## src/hdl/lce_pkg.sv

```systemverilog
// Shared constants and types for the ladder edge, latch and interlock unit
package lce_pkg;

  localparam int unsigned DEF_BIT_AW   = 8;      // Bit memory address width
  localparam int unsigned DEF_SLOT_AW  = 5;      // Edge history slot address width
  localparam int unsigned DEF_TC_AW    = 4;      // Timer/counter number width
  localparam logic [7:0]  DEF_RETAIN_BASE = 8'hc0; // First retentive data bit address

  localparam logic        BIT_OFF = 1'h0;
  localparam logic        BIT_ON  = 1'h1;

  typedef enum logic [3:0] {
    OP_OTHER        = 4'h0,
    OP_OUT          = 4'h1,
    OP_OUT_NOT      = 4'h2,
    OP_LATCH        = 4'h3,
    OP_RISE_PULSE   = 4'h4,
    OP_FALL_PULSE   = 4'h5,
    OP_SECTION_LOCK = 4'h6,
    OP_SECTION_UNLK = 4'h7,
    OP_DELAY_TIMER  = 4'h8,
    OP_DOWN_COUNTER = 4'h9
  } lce_op_t;

  typedef enum logic [1:0] {
    TC_RUN    = 2'h0,
    TC_RESET  = 2'h1,
    TC_FREEZE = 2'h2
  } lce_tc_cmd_t;

  typedef enum logic [0:0] {
    PH_SWEEP = 1'h0,
    PH_RUN   = 1'h1
  } lce_phase_t;

endpackage

```

## src/hdl/lce_edge_eval.sv

```systemverilog
// Edge pulse evaluation from previous and current execution condition
`timescale 1ns/1ps
`default_nettype none
module lce_edge_eval (
  input  wire logic falling, // High for the falling-edge form
  input  wire logic prev,    // Stored previous condition
  input  wire logic cur,     // Current condition
  output logic      pulse    // Designated bit value
);

  always_comb begin
    if (falling) begin
      pulse = prev & ~cur;     // [RULE1] [RULE2]
    end else begin
      pulse = ~prev & cur;     // [RULE4]
    end
  end

endmodule
`default_nettype wire

```

## src/hdl/lce_mem.sv

```systemverilog
// Simple dual-port memory with registered read data and no reset
`timescale 1ns/1ps
`default_nettype none
module lce_mem #(
  parameter int unsigned WIDTH = 1,
  parameter int unsigned AW    = 8
) (
  input  wire logic             clk,     // Clock
  input  wire logic             wr_en,   // Write strobe
  input  wire logic [AW-1:0]    wr_addr, // Write address
  input  wire logic [WIDTH-1:0] wr_data, // Write data
  input  wire logic [AW-1:0]    rd_addr, // Read address
  output var  logic [WIDTH-1:0] rd_data  // Read data, one cycle later
);

  logic [WIDTH-1:0] mem [0:(1<<AW)-1];

  // Contents survive reset; the owner clears what must not be retained
  always_ff @(posedge clk) begin
    if (wr_en) begin
      mem[wr_addr] <= wr_data;
    end
    rd_data <= mem[rd_addr];
  end

endmodule
`default_nettype wire

```

## src/hdl/lce_unit.sv

```systemverilog
// Instruction executor for edge pulses, latching bits and interlocked sections
`timescale 1ns/1ps
`default_nettype none
// Notes on behaviour
// (RULE1) Fall pulse ON when previous ON, current OFF
// (RULE2) Fall pulse OFF when previous was OFF
// (RULE3) Pulse bits stay ON one scan at most; the unit leaves them ON for as long as their section is locked
// (RULE4) Rise pulse ON once per OFF-to-ON transition
// (RULE5) Latch set turns bit ON and holds
// (RULE6) Latch reset turns bit OFF and holds
// (RULE7) Set and reset together: reset wins
// (RULE8) Latch bits keep status while interlocked
// (RULE9) Retentive latch bits survive power loss
// (RULE10) Latch operand only output, work, retentive, link
// (RULE11) Lock condition ON: section runs as written
// (RULE12) Locked section outputs forced OFF
// (RULE13) Locked section timers reset to set value
// (RULE14) Locked section counters freeze present value
// (RULE15) Other locked instructions, pulses, not executed
// (RULE16) Each lock opens section to next unlock
// (RULE17) Program pairs locks with following unlock
// (RULE18) Unlock cancels all locks since last unlock
// (RULE19) Locked pulses do not record condition changes
// (RULE20) After lock, compare with pre-lock stored value
// (RULE21) No step instructions inside locked section
// (RULE22) These instructions change no flags
// (RULE23) Output follows condition; inverted form opposite
module lce_unit #(
  parameter int unsigned BIT_AW      = lce_pkg::DEF_BIT_AW,
  parameter int unsigned SLOT_AW     = lce_pkg::DEF_SLOT_AW,
  parameter int unsigned TC_AW       = lce_pkg::DEF_TC_AW,
  parameter logic [BIT_AW-1:0] RETAIN_BASE = BIT_AW'(lce_pkg::DEF_RETAIN_BASE)
) (
  input  wire logic               sys_clk,        // Clock, 100 MHz
  input  wire logic               resetn,         // Synchronous reset, active low
  input  wire logic               instr_valid,    // Instruction offered
  output logic                    instr_ready,    // Instruction taken when valid
  input  wire lce_pkg::lce_op_t   instr_op,       // Instruction kind
  input  wire logic               instr_cond,     // Execution (or set) condition
  input  wire logic               instr_cond_rst, // Reset condition of latch
  input  wire logic [BIT_AW-1:0]  instr_bit,      // Designated bit address
  input  wire logic [SLOT_AW-1:0] instr_slot,     // Edge history slot
  input  wire logic [TC_AW-1:0]   instr_tc,       // Timer/counter number
  output logic                    instr_exec,     // Other instruction may execute
  input  wire logic [BIT_AW-1:0]  bit_rd_addr,    // Bit read address
  output logic                    bit_rd_data,    // Bit read data, one cycle later
  output logic                    tc_cmd_valid,   // Timer/counter command strobe
  output lce_pkg::lce_tc_cmd_t    tc_cmd,         // Run, reset or freeze
  output logic [TC_AW-1:0]        tc_num,         // Timer/counter number
  output logic                    lock_active     // Interlock currently in force
);

  typedef struct packed {
    lce_pkg::lce_phase_t  phase;
    logic [BIT_AW-1:0]    sweep_addr;
    logic                 lock_off;
    logic                 s1_valid;
    logic                 s1_fall;
    logic                 s1_cond;
    logic [BIT_AW-1:0]    s1_bit;
    logic [SLOT_AW-1:0]   s1_slot;
    logic                 tc_valid;
    lce_pkg::lce_tc_cmd_t tc_cmd;
    logic [TC_AW-1:0]     tc_num;
  } lce_state_t;

  localparam logic [BIT_AW-1:0] SWEEP_LAST = {BIT_AW{1'b1}};
  localparam logic [BIT_AW-1:0] SLOT_LAST  = BIT_AW'({SLOT_AW{1'b1}});
  localparam logic [BIT_AW-1:0] ADDR_STEP  = BIT_AW'(1);

  lce_state_t st;
  lce_state_t next_st;

  logic               bit_we;
  logic [BIT_AW-1:0]  bit_wa;
  logic               bit_wd;
  logic               hist_we;
  logic [SLOT_AW-1:0] hist_wa;
  logic               hist_wd;
  logic               hist_rd;
  logic               pulse;
  logic               accept;

  lce_mem #(
    .WIDTH (1),
    .AW    (BIT_AW)
  ) u_bits (
    .clk     (sys_clk),
    .wr_en   (bit_we),
    .wr_addr (bit_wa),
    .wr_data (bit_wd),
    .rd_addr (bit_rd_addr),
    .rd_data (bit_rd_data)
  );

  lce_mem #(
    .WIDTH (1),
    .AW    (SLOT_AW)
  ) u_hist (
    .clk     (sys_clk),
    .wr_en   (hist_we),
    .wr_addr (hist_wa),
    .wr_data (hist_wd),
    .rd_addr (instr_slot),
    .rd_data (hist_rd)
  );

  lce_edge_eval u_edge (
    .falling (st.s1_fall),
    .prev    (hist_rd),
    .cur     (st.s1_cond),
    .pulse   (pulse)
  );

  // Unlocked edge instructions need a history read, so they hold off the next one
  assign instr_ready  = (st.phase == lce_pkg::PH_RUN) && !st.s1_valid;
  assign accept       = instr_valid && instr_ready;
  assign instr_exec   = accept && (instr_op == lce_pkg::OP_OTHER)
                        && !st.lock_off;                          // [RULE11] [RULE15]
  assign lock_active  = st.lock_off;
  assign tc_cmd_valid = st.tc_valid;
  assign tc_cmd       = st.tc_cmd;
  assign tc_num       = st.tc_num;

  always_comb begin
    next_st          = st;
    next_st.tc_valid = 1'b0;
    bit_we           = 1'b0;
    bit_wa           = instr_bit;
    bit_wd           = lce_pkg::BIT_OFF;
    hist_we          = 1'b0;
    hist_wa          = st.s1_slot;
    hist_wd          = st.s1_cond;

    unique case (st.phase)
      lce_pkg::PH_SWEEP: begin
        // Clear volatile bits and edge history; retentive area untouched
        bit_wa  = st.sweep_addr;
        bit_we  = st.sweep_addr < RETAIN_BASE;                    // [RULE9]
        hist_wa = st.sweep_addr[SLOT_AW-1:0];
        hist_wd = lce_pkg::BIT_OFF;
        hist_we = st.sweep_addr <= SLOT_LAST;
        next_st.sweep_addr = st.sweep_addr + ADDR_STEP;
        if (st.sweep_addr == SWEEP_LAST) begin
          next_st.phase = lce_pkg::PH_RUN;
        end
      end
      lce_pkg::PH_RUN: begin
        if (st.s1_valid) begin
          // Pulse written every executed scan, so it lingers only while its section is locked
          bit_we  = 1'b1;                                         // [RULE3]
          bit_wa  = st.s1_bit;
          bit_wd  = pulse;                                        // [RULE1] [RULE4]
          hist_we = 1'b1;                                         // [RULE20]
          next_st.s1_valid = 1'b0;
        end else if (accept) begin
          // No flag outputs exist; none of these kinds can alter flags
          unique case (instr_op)                                  // [RULE22]
            lce_pkg::OP_OUT,
            lce_pkg::OP_OUT_NOT: begin
              bit_we = 1'b1;
              if (st.lock_off) begin
                bit_wd = lce_pkg::BIT_OFF;                        // [RULE12]
              end else begin
                bit_wd = instr_cond ^ (instr_op == lce_pkg::OP_OUT_NOT); // [RULE23]
              end
            end
            lce_pkg::OP_LATCH: begin
              // Locked: no write at all, status maintained
              if (!st.lock_off) begin                             // [RULE8]
                if (instr_cond_rst) begin
                  bit_we = 1'b1;
                  bit_wd = lce_pkg::BIT_OFF;                      // [RULE6] [RULE7]
                end else if (instr_cond) begin
                  bit_we = 1'b1;
                  bit_wd = lce_pkg::BIT_ON;                       // [RULE5]
                end
              end
            end
            lce_pkg::OP_RISE_PULSE,
            lce_pkg::OP_FALL_PULSE: begin
              // Locked: history and bit both left alone
              if (!st.lock_off) begin                             // [RULE15] [RULE19]
                next_st.s1_valid = 1'b1;
                next_st.s1_fall  = instr_op == lce_pkg::OP_FALL_PULSE;
                next_st.s1_cond  = instr_cond;
                next_st.s1_bit   = instr_bit;
                next_st.s1_slot  = instr_slot;
              end
            end
            lce_pkg::OP_SECTION_LOCK: begin
              next_st.lock_off = st.lock_off | ~instr_cond;       // [RULE16] [RULE11]
            end
            lce_pkg::OP_SECTION_UNLK: begin
              next_st.lock_off = 1'b0;                            // [RULE18]
            end
            lce_pkg::OP_DELAY_TIMER: begin
              next_st.tc_valid = 1'b1;
              next_st.tc_num   = instr_tc;
              next_st.tc_cmd   = st.lock_off ? lce_pkg::TC_RESET
                                             : lce_pkg::TC_RUN;   // [RULE13]
            end
            lce_pkg::OP_DOWN_COUNTER: begin
              next_st.tc_valid = 1'b1;
              next_st.tc_num   = instr_tc;
              next_st.tc_cmd   = st.lock_off ? lce_pkg::TC_FREEZE
                                             : lce_pkg::TC_RUN;   // [RULE14]
            end
            default: begin
            end
          endcase
        end
      end
    endcase
  end

  always_ff @(posedge sys_clk) begin
    if (!resetn) begin
      st.phase      <= lce_pkg::PH_SWEEP;
      st.sweep_addr <= '0;
      st.lock_off   <= 1'b0;
      st.s1_valid   <= 1'b0;
      st.s1_fall    <= 1'b0;
      st.s1_cond    <= 1'b0;
      st.s1_bit     <= '0;
      st.s1_slot    <= '0;
      st.tc_valid   <= 1'b0;
      st.tc_cmd     <= lce_pkg::TC_RUN;
      st.tc_num     <= '0;
    end else begin
      st <= next_st;
    end
  end

endmodule
`default_nettype wire

```

## config.mk

```make
export PLATFORM = sky130hd
export DESIGN_NAME = lce_unit
export DESIGN_NICKNAME = d
export VERILOG_FILES = /design/src/hdl/lce_pkg.sv /design/src/hdl/lce_edge_eval.sv /design/src/hdl/lce_mem.sv /design/src/hdl/lce_unit.sv
export SDC_FILE = /design/constraint.sdc
export NUM_CORES = 1
export LEC_CHECK = 0
export CORE_MARGIN = 2
export CORE_UTILIZATION = 60
export CTS_BUF_LIST = sky130_fd_sc_hd__clkbuf_4
export DETAILED_ROUTE_END_ITERATION = 12
export DONT_BUFFER_PORTS = 1
export HOLD_SLACK_MARGIN = 0.03
export PLACE_DENSITY = 0.76
export SLEW_MARGIN = 10
export SYNTH_ARGS = -nofsm -noshare
export SYNTH_HDL_FRONTEND = slang
export SYNTH_HIERARCHICAL = 1
export SYNTH_SLANG_ARGS = --single-unit
export TNS_END_PERCENT = 50
```

## constraint.sdc

```tcl
create_clock -name sys_clk -period 27 [get_ports sys_clk]
set_input_delay 4.05 -clock sys_clk [delete_from_list [all_inputs] [get_ports sys_clk]]
set_output_delay 4.05 -clock sys_clk [all_outputs]
set_load 0.05 [all_outputs]
```

==> results of run 1 <==
-- registers in the layout (all words and copies together) (netlist names) --
register        cells
u_bits/mem        256
u_hist/mem         32
st                 25
tc_num              4
tc_cmd              2
lock_active         1
tc_cmd_valid        1
u_bits/rd_data      1
u_hist/rd_data      1
-- cell families (layout without fill, tap and decap cells) --
kind of cell               after synthesis  after routing  share of synthesized area
other                                    0              1                          0
DFF                                    323            323                      0.647
and+or+nand+nor                        480            480                      0.143
xor gates and xnor gates                 4              4                    0.00242
AOI/OAI and AO/OA                       84             84                     0.0399
buffers and inverters                   84            153                     0.0302
adders and majority gates                1              1                   0.000866
muxes                                  144            144                      0.137
-- synth_stat cells, types with 3 or more instances --
master,number
dfxtp_1,35
edfxtp_1,288
xnor2_1,4
a21oi_1,13
mux2_2,6
buf_6,7
nand3b_1,9
nand4b_1,3
a22o_1,7
nand2b_1,6
nor2b_1,13
mux2i_1,96
nand3_1,19
or3_1,4
nor3_1,5
a22oi_1,12
nand2_1,76
and2_1,7
buf_4,12
o21ai_0,6
a21boi_0,3
nor2_1,312
or3b_2,3
nand4_1,4
nor4_1,6
mux4_2,42
o21a_1,3
a31oi_1,4
buf_2,6
o22ai_1,23
clkbuf_1,54
-- critical path, delay by kind of cell --
family                 cells  cell delay, ns
and+or+nand+nor            3            0.99
buffers and inverters      1            0.22
-- cell usage in the layout, fill, tap and decap left out, drive strengths merged, types with 3 or more instances in the layout --
cell / synthesis / layout
nor2: 312 / 312
edfxtp: 288 / 288
clkbuf: 54 / 129
mux2i: 96 / 96
nand2: 76 / 76
mux4: 42 / 42
dfxtp: 35 / 35
o22ai: 24 / 24
nand3: 19 / 19
a21oi: 13 / 13
nor2b: 13 / 13
a22oi: 12 / 12
clkinv: 0 / 11
nand3b: 9 / 9
a22o: 7 / 7
and2: 7 / 7
nor4: 7 / 7
mux2: 6 / 6
nand2b: 6 / 6
o21ai: 6 / 6
nor3: 5 / 5
buf: 28 / 5
or3b: 5 / 5
or3: 4 / 4
xnor2: 4 / 4
a31oi: 4 / 4
nand4: 4 / 4
bufinv: 0 / 4
o21a: 3 / 3
nand4b: 3 / 3
a21boi: 3 / 3
-- layout make-up --
cell class / count / area (um2) / share of cell area
sequential: 323 / 9350 / 0.599
multi-input combinational: 713 / 4680 / 0.300
clock buffer: 129 / 968 / 0.0620
tap: 319 / 399 / 0.0256
clock inverter: 17 / 176 / 0.0113
timing repair buffer: 5 / 37.5 / 0.00240
inverter: 2 / 7.51 / 0.000481
antenna: 1 / 2.50 / 0.000160
-- path summary, 6_finish.rpt --
check	start	cells after the start	to
min	st[7]	2	st[7]
min reg2reg	st[7]	2	st[7]
max	instr_op[3]	4	instr_exec
max reg2reg	st[22]	5	u_bits/mem[225]
-- metrics by stage --
step / instance area [um2] / setup slack, ns
floorplan: 14500 / 10.04
global placement: 14500 / 17.70
detailed placement: 14500 / 17.69
CTS: 15600 / 17.69
global route: 15600 / 17.61
finish: 15600 / 17.68
-- power groups by stage --
stage                     combinational, mW  clock [mW]  sequential, mW
after floorplan                      0.0320           0           0.550
after global placement               0.0314           0           0.550
after detailed placement             0.0319           0           0.550
after CTS                            0.0321       0.454           0.539
after global routing                 0.0345       0.481           0.539
final                                0.0325       0.446           0.540
-- layer usage --
| layer | track usage | vias to the layer above | part of all wire |
|---|---|---|---|
| met3 | 0.0667 | 48 | 0.071 |
| met5 | 0 | - | 0 |
| met1 | 0.297 | 4477 | 0.38 |
| met4 | 0.0946 | 0 | 0.021 |
| met2 | 0.445 | 318 | 0.52 |
| li1 | - | 4163 | - |
==> impl_metrics.py, run 1 <==
metrics = {
    "timing": {
        "fin_worst_skew_ns": 0.0439,
        "post-route-period-util": 0.345,
        "tns_ns": 0,
        "maxSlewHeadroom": 0.183,
        "whs_ns": 0.458,
        "slew_viol_final": 0,
        "setup_viol_count_final": 0,
        "tightestPinTransition_ns": 1.23,
        "rsz0062_at_grt": "no",
        "period_minus_slack_ns": 9.32,
        "max_freq_mhz": 107,
        "hold_viol": 0,
    },
    "yosys": {
        "netlist_area_um2": 14500,
        "synth_fp_nets": 1155,
        "synth_edf_count": 288,
        "synth-seq-cells": 323,
        "synth_cells": 1120,
        "yosysSeqAreaShare": 0.647,
        "synth_area_leader_cell": "edfxtp_1",
        "yosysTopAreaCellShare": 0.598,
        "synthDistinctLibCells": 55,
        "yosysWarnings": 6,
        "synthFlopType": "edfxtp_1",
        "synth_area_per_cell_um2": 12.9,
        "async_flop_share": 0,
        "synthTopCellsByArea": "edfxtp_1 60%, nor2_1 8.1%, mux2i_1 6.6%, mux4_2 6.5%, dfxtp_1 4.8%",
    },
    "placed_design": {
        "gp_congestion": 0.774,
        "dpl.hpwl_um": 17800,
        "portBuffers": 0,
        "dp.cells": 1362,
    },
    "final_layout": {
        "utilization": 0.663,
        "area_delta_synth_final_pct": 8.07,
        "num-nets-final": 1164,
        "drive_gt1_frac": 0.166,
        "fill_cells": 1765,
        "fin_cells": 1509,
    },
    "cts": {
        "clkSinkCount": 323,
        "post-cts-setup-buffers": 0,
        "cts-root-buf": "clkbuf_4",
        "clk_latency_ns": 0.70,
        "numCtsBuffers": 84,
        "cts_tree": "done",
        "cts.hold.buffers_added": 0,
        "cts.path.max_buffers": 3,
        "cts_repair_resize_count": 0,
        "path_clk_slew_ns": 0.05,
        "htree_num_levels": 3,
    },
    "power": {
        "power_mw": 1.02,
        "p_per_area_nw_per_um2": 65.2,
        "p_seq_frac": 0.530,
        "swShare": 0.208,
        "leakage_nw": 4.97,
        "clkPwrFrac": 0.438,
        "peakVddDrop_v": 0.0000425,
        "p_switching_mw": 0.212,
        "p_int_mw": 0.806,
        "combPwrFrac": 0.032,
    },
    "floorplan": {
        "rows": 56,
        "fp.dieW_um": 159,
        "ios": 45,
        "start_util": 0.614,
        "core_um2": 23500,
        "die_y_um": 159,
        "dieArea_um2": 25300,
    },
    "drt": {
        "drtIter0Drc": 788,
        "vias_per_cell": 5.97,
        "dr_total_vias": 9006,
        "routed_wl_um": 31800,
        "firstDrtPassIters": 7,
        "detail_route.wl_per_cell_um": 21.0,
        "drc": 0,
        "ant_nets": 0,
    },
    "job": {
        "maxCapViolCount": 0,
    },
    "grt": {
        "groute.usage.overall": 0.252,
        "antenna_found_initial": 1,
        "grt_pass1_wl_um": 48900,
        "grt-ovfl-total": 0,
        "grt_max_degree": 142,
        "first_global_vias": 9121,
    },
    "setup_path": {
        "cpPeakStageDelay_ns": 0.44,
        "crit_chain": "or3b_4 -> or3_1 -> nor3_1 -> buf_4",
        "worst_setup_path_end_kind": "primary output",
        "cp_slowest_cell": "or3_1",
        "arrival_ns": 5.27,
        "cp-start-kind": "input port",
        "r2r_slack_ns": 23.02,
        "criticalPathCategory": "input port to primary output",
        "crit_required_ns": 22.95,
        "critPathMaxFanout": 4,
    },
    "worst_hold_path": {
        "min_path_type": "register to register",
    },
    "status": {
        "status": "completed",
    },
}
No activity file was read; power rests on OpenSTA's default activity.
==> run 2: changes to the inputs <==
--- a/config.mk
+++ b/config.mk
@@ -11,7 +11,7 @@
 export DETAILED_ROUTE_END_ITERATION = 12
 export DONT_BUFFER_PORTS = 1
 export HOLD_SLACK_MARGIN = 0.03
-export PLACE_DENSITY = 0.76
+export PLACE_DENSITY = 0.79
 export SLEW_MARGIN = 10
 export SYNTH_ARGS = -nofsm -noshare
 export SYNTH_HDL_FRONTEND = slang
==> constraint.sdc (replaced) <==
create_clock -name sys_clk -period 7.5 [get_ports sys_clk]
set_input_delay 1.125 -clock sys_clk [delete_from_list [all_inputs] [get_ports sys_clk]]
set_output_delay 1.125 -clock sys_clk [all_outputs]
set_load 0.05 [all_outputs]
==> run 2 against run 1 <==
Clock skew rose by 0.035 ns; design area fell by 0.60%; first-iteration DRC count rose by 20%; combinational power rose to 3.5 times the previous value; die area did not move; sequential share of layout area rose by 0.36 points; register-to-register slack got worse by 19 ns; non-clock buffer count fell by 1; critical path type is now register to primary output; worst hold slack barely moved; via count rose by 1.0%.
==> impl_metrics.py, run 2 (same netlist as run 1, synthesis figures left out) <==
metrics = {
    "status": {
        "status": "completed",
    },
    "floorplan": {
        "rows": 56,
        "core_um2": 23500,
        "fp.dieW_um": 159,
        "die_y_um": 159,
        "ios": 45,
        "start_util": 0.614,
        "dieArea_um2": 25300,
    },
    "cts": {
        "path_clk_slew_ns": 0.08,
        "cts-root-buf": "clkbuf_4",
        "numCtsBuffers": 79,
        "cts_tree": "done",
        "htree_num_levels": 3,
        "post-cts-setup-buffers": 0,
        "cts.path.max_buffers": 3,
        "clkSinkCount": 323,
        "clk_latency_ns": 0.71,
        "cts_repair_resize_count": 0,
        "cts.hold.buffers_added": 0,
    },
    "timing": {
        "hold_viol": 0,
        "setup_viol_count_final": 0,
        "slew_viol_final": 0,
        "post-route-period-util": 0.502,
        "period_minus_slack_ns": 3.77,
        "fin_worst_skew_ns": 0.0786,
        "tightestPinTransition_ns": 1.12,
        "maxSlewHeadroom": 0.255,
        "rsz0062_at_grt": "no",
        "tns_ns": 0,
        "max_freq_mhz": 265,
    },
    "power": {
        "leakage_nw": 4.87,
        "p_per_area_nw_per_um2": 228,
        "peakVddDrop_v": 0.000145,
        "power_mw": 3.54,
    },
    "drt": {
        "vias_per_cell": 6.06,
        "firstDrtPassIters": 5,
        "dr_total_vias": 9099,
        "ant_nets": 0,
        "detail_route.wl_per_cell_um": 20.6,
        "drtIter0Drc": 946,
        "drc": 0,
        "routed_wl_um": 30900,
    },
    "final_layout": {
        "area_delta_synth_final_pct": 7.42,
        "largest_reg_flops": 256,
        "fill_cells": 1734,
        "num-nets-final": 1158,
        "top_register": "u_bits/mem",
        "final_common_cell": "nor2_1",
        "layout_common_cells": "312 x nor2_1, 288 x edfxtp_1, 122 x clkbuf_4",
        "largestRegisters": "u_bits/mem (256), u_hist/mem (32), st (25)",
        "drive_gt1_frac": 0.159,
    },
    "placed_design": {
        "gp_congestion": 0.845,
        "portBuffers": 0,
        "dpl.hpwl_um": 17400,
    },
    "grt": {
        "groute.usage.overall": 0.246,
        "grt-ovfl-total": 0,
        "antenna_found_initial": 1,
        "grt_pass1_wl_um": 48200,
        "grt_max_degree": 257,
        "first_global_vias": 9253,
    },
    "setup_path": {
        "cp-start-kind": "register",
        "worst_setup_path_end_kind": "primary output",
        "critPathMaxFanout": 13,
        "crit_required_ns": 6.38,
        "arrival_ns": 2.64,
        "criticalPathCategory": "register to primary output",
    },
    "worst_hold_path": {
        "min_path_type": "register to register",
    },
    "job": {
        "maxCapViolCount": 0,
    },
}
[run 2: layout make-up]
class	count	area (um2)	area share
antenna	1	2.50	0.000161
clock buffer	122	916	0.0590
clock inverter	18	130	0.00838
inverter	2	7.51	0.000484
multi-input combinational	713	4680	0.301
sequential	323	9350	0.602
tap	319	399	0.0257
timing repair buffer	4	42.5	0.00274
[run 2: worst max-delay path: stages, from the launching register on]
cell	delay, ns
dfxtp_1	0.52
or3b_4	0.52
or3_1	0.43
nor3_1	0.24
buf_4	0.25
[run 2: report_power, final]
group / switching, mW / total, mW / internal (mW) / leakage, nW
combinational: 0.0643 / 0.113 / 0.0485 / 1.42
clock: 0.678 / 1.49 / 0.808 / 0.618
sequential: 0.00627 / 1.94 / 1.94 / 2.83
[run 2: metal layers]
| metal | track usage | vias to the layer above | part of all wire |
|---|---|---|---|
| met4 | 0.107 | 0 | 0.026 |
| li1 | - | 4140 | - |
| met3 | 0.0555 | 67 | 0.084 |
| met5 | 0 | - | 0 |
| met2 | 0.426 | 401 | 0.51 |
| met1 | 0.298 | 4491 | 0.38 |
[run 2: final timing paths]
| path | startpoint | to | slack [ns] | cells after the start |
|---|---|---|---|---|
| worst max-delay path | st[22] | instr_exec | 3.73 | 4 |
| worst min-delay path | st[11] | st[11] | 0.46 | 2 |
| worst max register to register | st[22] | u_bits/mem[243] | 3.88 | 6 |
| worst min register to register | st[11] | st[11] | 0.46 | 2 |
[run 2: stage by stage]
stage	util	hold slack (ns)	area [um2]	worst slack (ns)	instances
finish	0.659	0.458	15500	3.73	1502
global route	0.659	0.480	15500	3.64	1502
CTS	0.659	0.462	15500	3.71	1501
detailed placement	0.615	0.451	14500	3.51	1361
global placement	0.615	0.440	14500	3.61	1361
floorplan	-	0.431	14500	0.968	1120
==> run 3: changes to the inputs <==
--- a/config.mk
+++ b/config.mk
@@ -5,13 +5,14 @@
 export SDC_FILE = /design/constraint.sdc
 export NUM_CORES = 1
 export LEC_CHECK = 0
+export ABC_AREA = 1
 export CORE_MARGIN = 2
 export CORE_UTILIZATION = 60
 export CTS_BUF_LIST = sky130_fd_sc_hd__clkbuf_4
 export DETAILED_ROUTE_END_ITERATION = 12
 export DONT_BUFFER_PORTS = 1
 export HOLD_SLACK_MARGIN = 0.03
-export PLACE_DENSITY = 0.79
+export PLACE_DENSITY = 0.76
 export SLEW_MARGIN = 10
 export SYNTH_ARGS = -nofsm -noshare
 export SYNTH_HDL_FRONTEND = slang
==> constraint.sdc (replaced) <==
create_clock -name sys_clk -period 3.8 [get_ports sys_clk]
set_input_delay 0.57 -clock sys_clk [delete_from_list [all_inputs] [get_ports sys_clk]]
set_output_delay 0.57 -clock sys_clk [all_outputs]
set_load 0.05 [all_outputs]
==> run 3 against run 2 <==
Via count rose by 28%; area after synthesis rose by 3.7%; sequential power rose by 97%; sequential share of layout area fell by 2.2 points; register-to-register slack got worse by 3.3 ns; largest power group unchanged.
==> impl_metrics.py, run 3 <==
metrics = {
    "status": {
        "status": "completed",
    },
    "drt": {
        "routed_wl_um": 36200,
        "detail_route.wl_per_cell_um": 18.1,
        "vias_per_cell": 5.83,
        "firstDrtPassIters": 6,
        "dr_total_vias": 11600,
        "drtIter0Drc": 1378,
        "ant_nets": 0,
        "drc": 0,
    },
    "setup_path": {
        "critPathMaxFanout": 17,
        "r2r-start": "st[32]",
        "crit_cells": 11,
        "cp_top_family": "simple AND/OR/NAND/NOR gates",
        "r2r_end": "u_bits/mem[95]",
        "cp_slowest_cell": "nand3_1",
        "crit_chain": "inv_2 -> nor2_8 -> nand2_4 -> nor2_8 -> o211ai_1 -> nand2_1 -> inv_1 -> nor2_1 -> nand3_1 -> buf_4 -> nor2_1",
        "path_buf_inv": 3,
        "criticalPathCategory": "register to register",
        "r2r_slack_ns": 0.63,
        "crit_required_ns": 4.18,
        "worst_setup_path_end_kind": "register",
        "cp-start-kind": "register",
        "worst-r2r-cell-count": 11,
        "cpPeakStageDelay_ns": 0.48,
        "arrival_ns": 3.55,
    },
    "timing": {
        "tightestPinTransition_ns": 1.04,
        "setup_viol_count_final": 0,
        "fin_worst_skew_ns": 0.0374,
        "setup_slack_ns": 0.629,
        "slew_viol_final": 0,
        "post-route-period-util": 0.834,
        "period_minus_slack_ns": 3.17,
        "tns_ns": 0,
        "max_freq_mhz": 315,
        "hold_viol": 0,
        "maxSlewHeadroom": 0.302,
        "rsz0062_at_grt": "no",
    },
    "worst_hold_path": {
        "min-delay-start": "instr_tc[0]",
        "whs_path_depth": 2,
        "hold_path_end": "tc_num[0]",
        "min_path_type": "input port to register",
    },
    "final_layout": {
        "area_delta_synth_final_pct": 7.49,
        "num-nets-final": 1647,
        "top_register": "u_bits/mem",
        "fill_cells": 1927,
        "seqCellArea_um2": 9350,
        "drive_gt1_frac": 0.0983,
        "final_common_cell": "nand2_1",
        "multi_input_area_um2": 4800,
        "largest_reg_flops": 256,
        "largestRegisters": "u_bits/mem (256), u_hist/mem (32), st (25)",
        "layout_common_cells": "415 x nand2_1, 331 x nor2_1, 320 x nand3_1",
    },
    "placed_design": {
        "dpl.hpwl_um": 20200,
        "gp_congestion": 0.848,
        "place_ws_ns": 0.667,
        "portBuffers": 0,
    },
    "yosys": {
        "synth_cells": 1601,
        "synthFlopType": "edfxtp_1",
        "synth.most_common_cell": "nand2_1",
        "synth_area_per_cell_um2": 9.36,
        "yosysSeqAreaShare": 0.624,
        "synth_edf_count": 288,
        "synth_area_leader_cell": "edfxtp_1",
        "yosysTopAreaCellShare": 0.577,
        "synthTopCellsByArea": "edfxtp_1 58%, nand3_1 11%, nand2_1 10%, nor2_1 8.3%, dfxtp_1 4.7%",
        "synth_commonest_cells": "416 x nand2_1, 331 x nor2_1, 320 x nand3_1",
        "netlist_area_um2": 15000,
        "yosysWarnings": 6,
        "synth_fp_nets": 1636,
        "async_flop_share": 0,
        "synthDistinctLibCells": 29,
        "synth-seq-cells": 323,
    },
    "floorplan": {
        "dieArea_um2": 26300,
        "die_y_um": 162,
        "core_um2": 24400,
        "ios": 45,
        "rows": 57,
        "start_util": 0.614,
        "fp.dieW_um": 162,
    },
    "cts": {
        "clkSinkCount": 323,
        "htree_num_levels": 3,
        "clk_latency_ns": 0.70,
        "post-cts-setup-buffers": 0,
        "path_clk_slew_ns": 0.07,
        "cts_repair_resize_count": 0,
        "cts.path.max_buffers": 3,
        "cts.hold.buffers_added": 13,
        "numCtsBuffers": 80,
        "cts-root-buf": "clkbuf_4",
        "cts_tree": "done",
    },
    "grt": {
        "grt_max_degree": 130,
        "antenna_found_initial": 1,
        "grt_pass1_wl_um": 56400,
        "first_global_vias": 11100,
        "groute.usage.overall": 0.277,
        "grt-ovfl-total": 0,
    },
    "power": {
        "peakVddDrop_v": 0.000342,
        "power_mw": 7.16,
        "p_per_area_nw_per_um2": 445,
        "leakage_nw": 5.70,
    },
    "job": {
        "maxCapViolCount": 0,
    },
}
## run 3: area by class of cell
class,count,share of cell area
Sequential cell,323,0.580
Antenna cell,1,0.000155
Inverter,49,0.0118
Clock buffer,119,0.0555
Timing Repair Buffer,32,0.0193
Clock inverter,19,0.00940
Multi-Input combinational cell,1126,0.298
Tap cell,324,0.0252
## run 3: worst max-delay path by stage
stage	from	to	slack [ns]
floorplan	instr_op[2]	u_bits/mem[0]	0.43
detailed placement	st[32]	u_bits/mem[95]	0.67
finish	st[32]	u_bits/mem[95]	0.63
global route	st[32]	u_bits/mem[15]	0.39
CTS	st[32]	u_bits/mem[95]	0.67
global placement	st[32]	u_bits/mem[95]	0.88
## run 3: cell families (layout without fill, tap and decap cells)
| kind of cell | count (synthesis) | count (layout) | share of synthesized area |
|---|---|---|---|
| other | 0 | 1 | 0 |
| AND/OR/NAND/NOR | 1087 | 1087 | 0.305 |
| AO/OA/AOI/OAI | 38 | 38 | 0.0137 |
| adder cells (fa/ha/maj) | 1 | 1 | 0.000835 |
| buffers and inverters | 152 | 219 | 0.0570 |
| flip-flops | 323 | 323 | 0.624 |
## run 3: stage by stage
stage | hold WS [ns] | utilization | area (um2) | std cells
after floorplan | 0.439 | - | 15000 | 1601
after global placement | 0.448 | 0.612 | 14900 | 1841
after detailed placement | 0.452 | 0.612 | 14900 | 1841
after CTS | 0.0302 | 0.660 | 16100 | 1992
after global routing | 0.0461 | 0.660 | 16100 | 1993
final | 0.0761 | 0.660 | 16100 | 1993
## run 3: layer usage
metal / vias to the layer above / track usage / wire, um
li1: 5440 / - / -
met1: 5503 / 0.356 / 14200
met2: 591 / 0.464 / 17600
met3: 80 / 0.0577 / 3280
met4: 0 / 0.111 / 1090
met5: - / 0 / 0
## run 3: worst register-to-register path, cell delays in order, from the launching register on
cell and delay [ns]:
dfxtp_1 0.36, inv_2 0.13, nor2_8 0.30, nand2_4 0.15, nor2_8 0.24, o211ai_1 0.14, nand2_1 0.30, inv_1 0.08
nor2_1 0.21, nand3_1 0.48, buf_4 0.37, nor2_1 0.13
## run 3: power by group
part | switching [mW] | internal (mW)
registers | 0.0111 | 3.82
clock network | 1.34 | 1.63
logic | 0.253 | 0.113
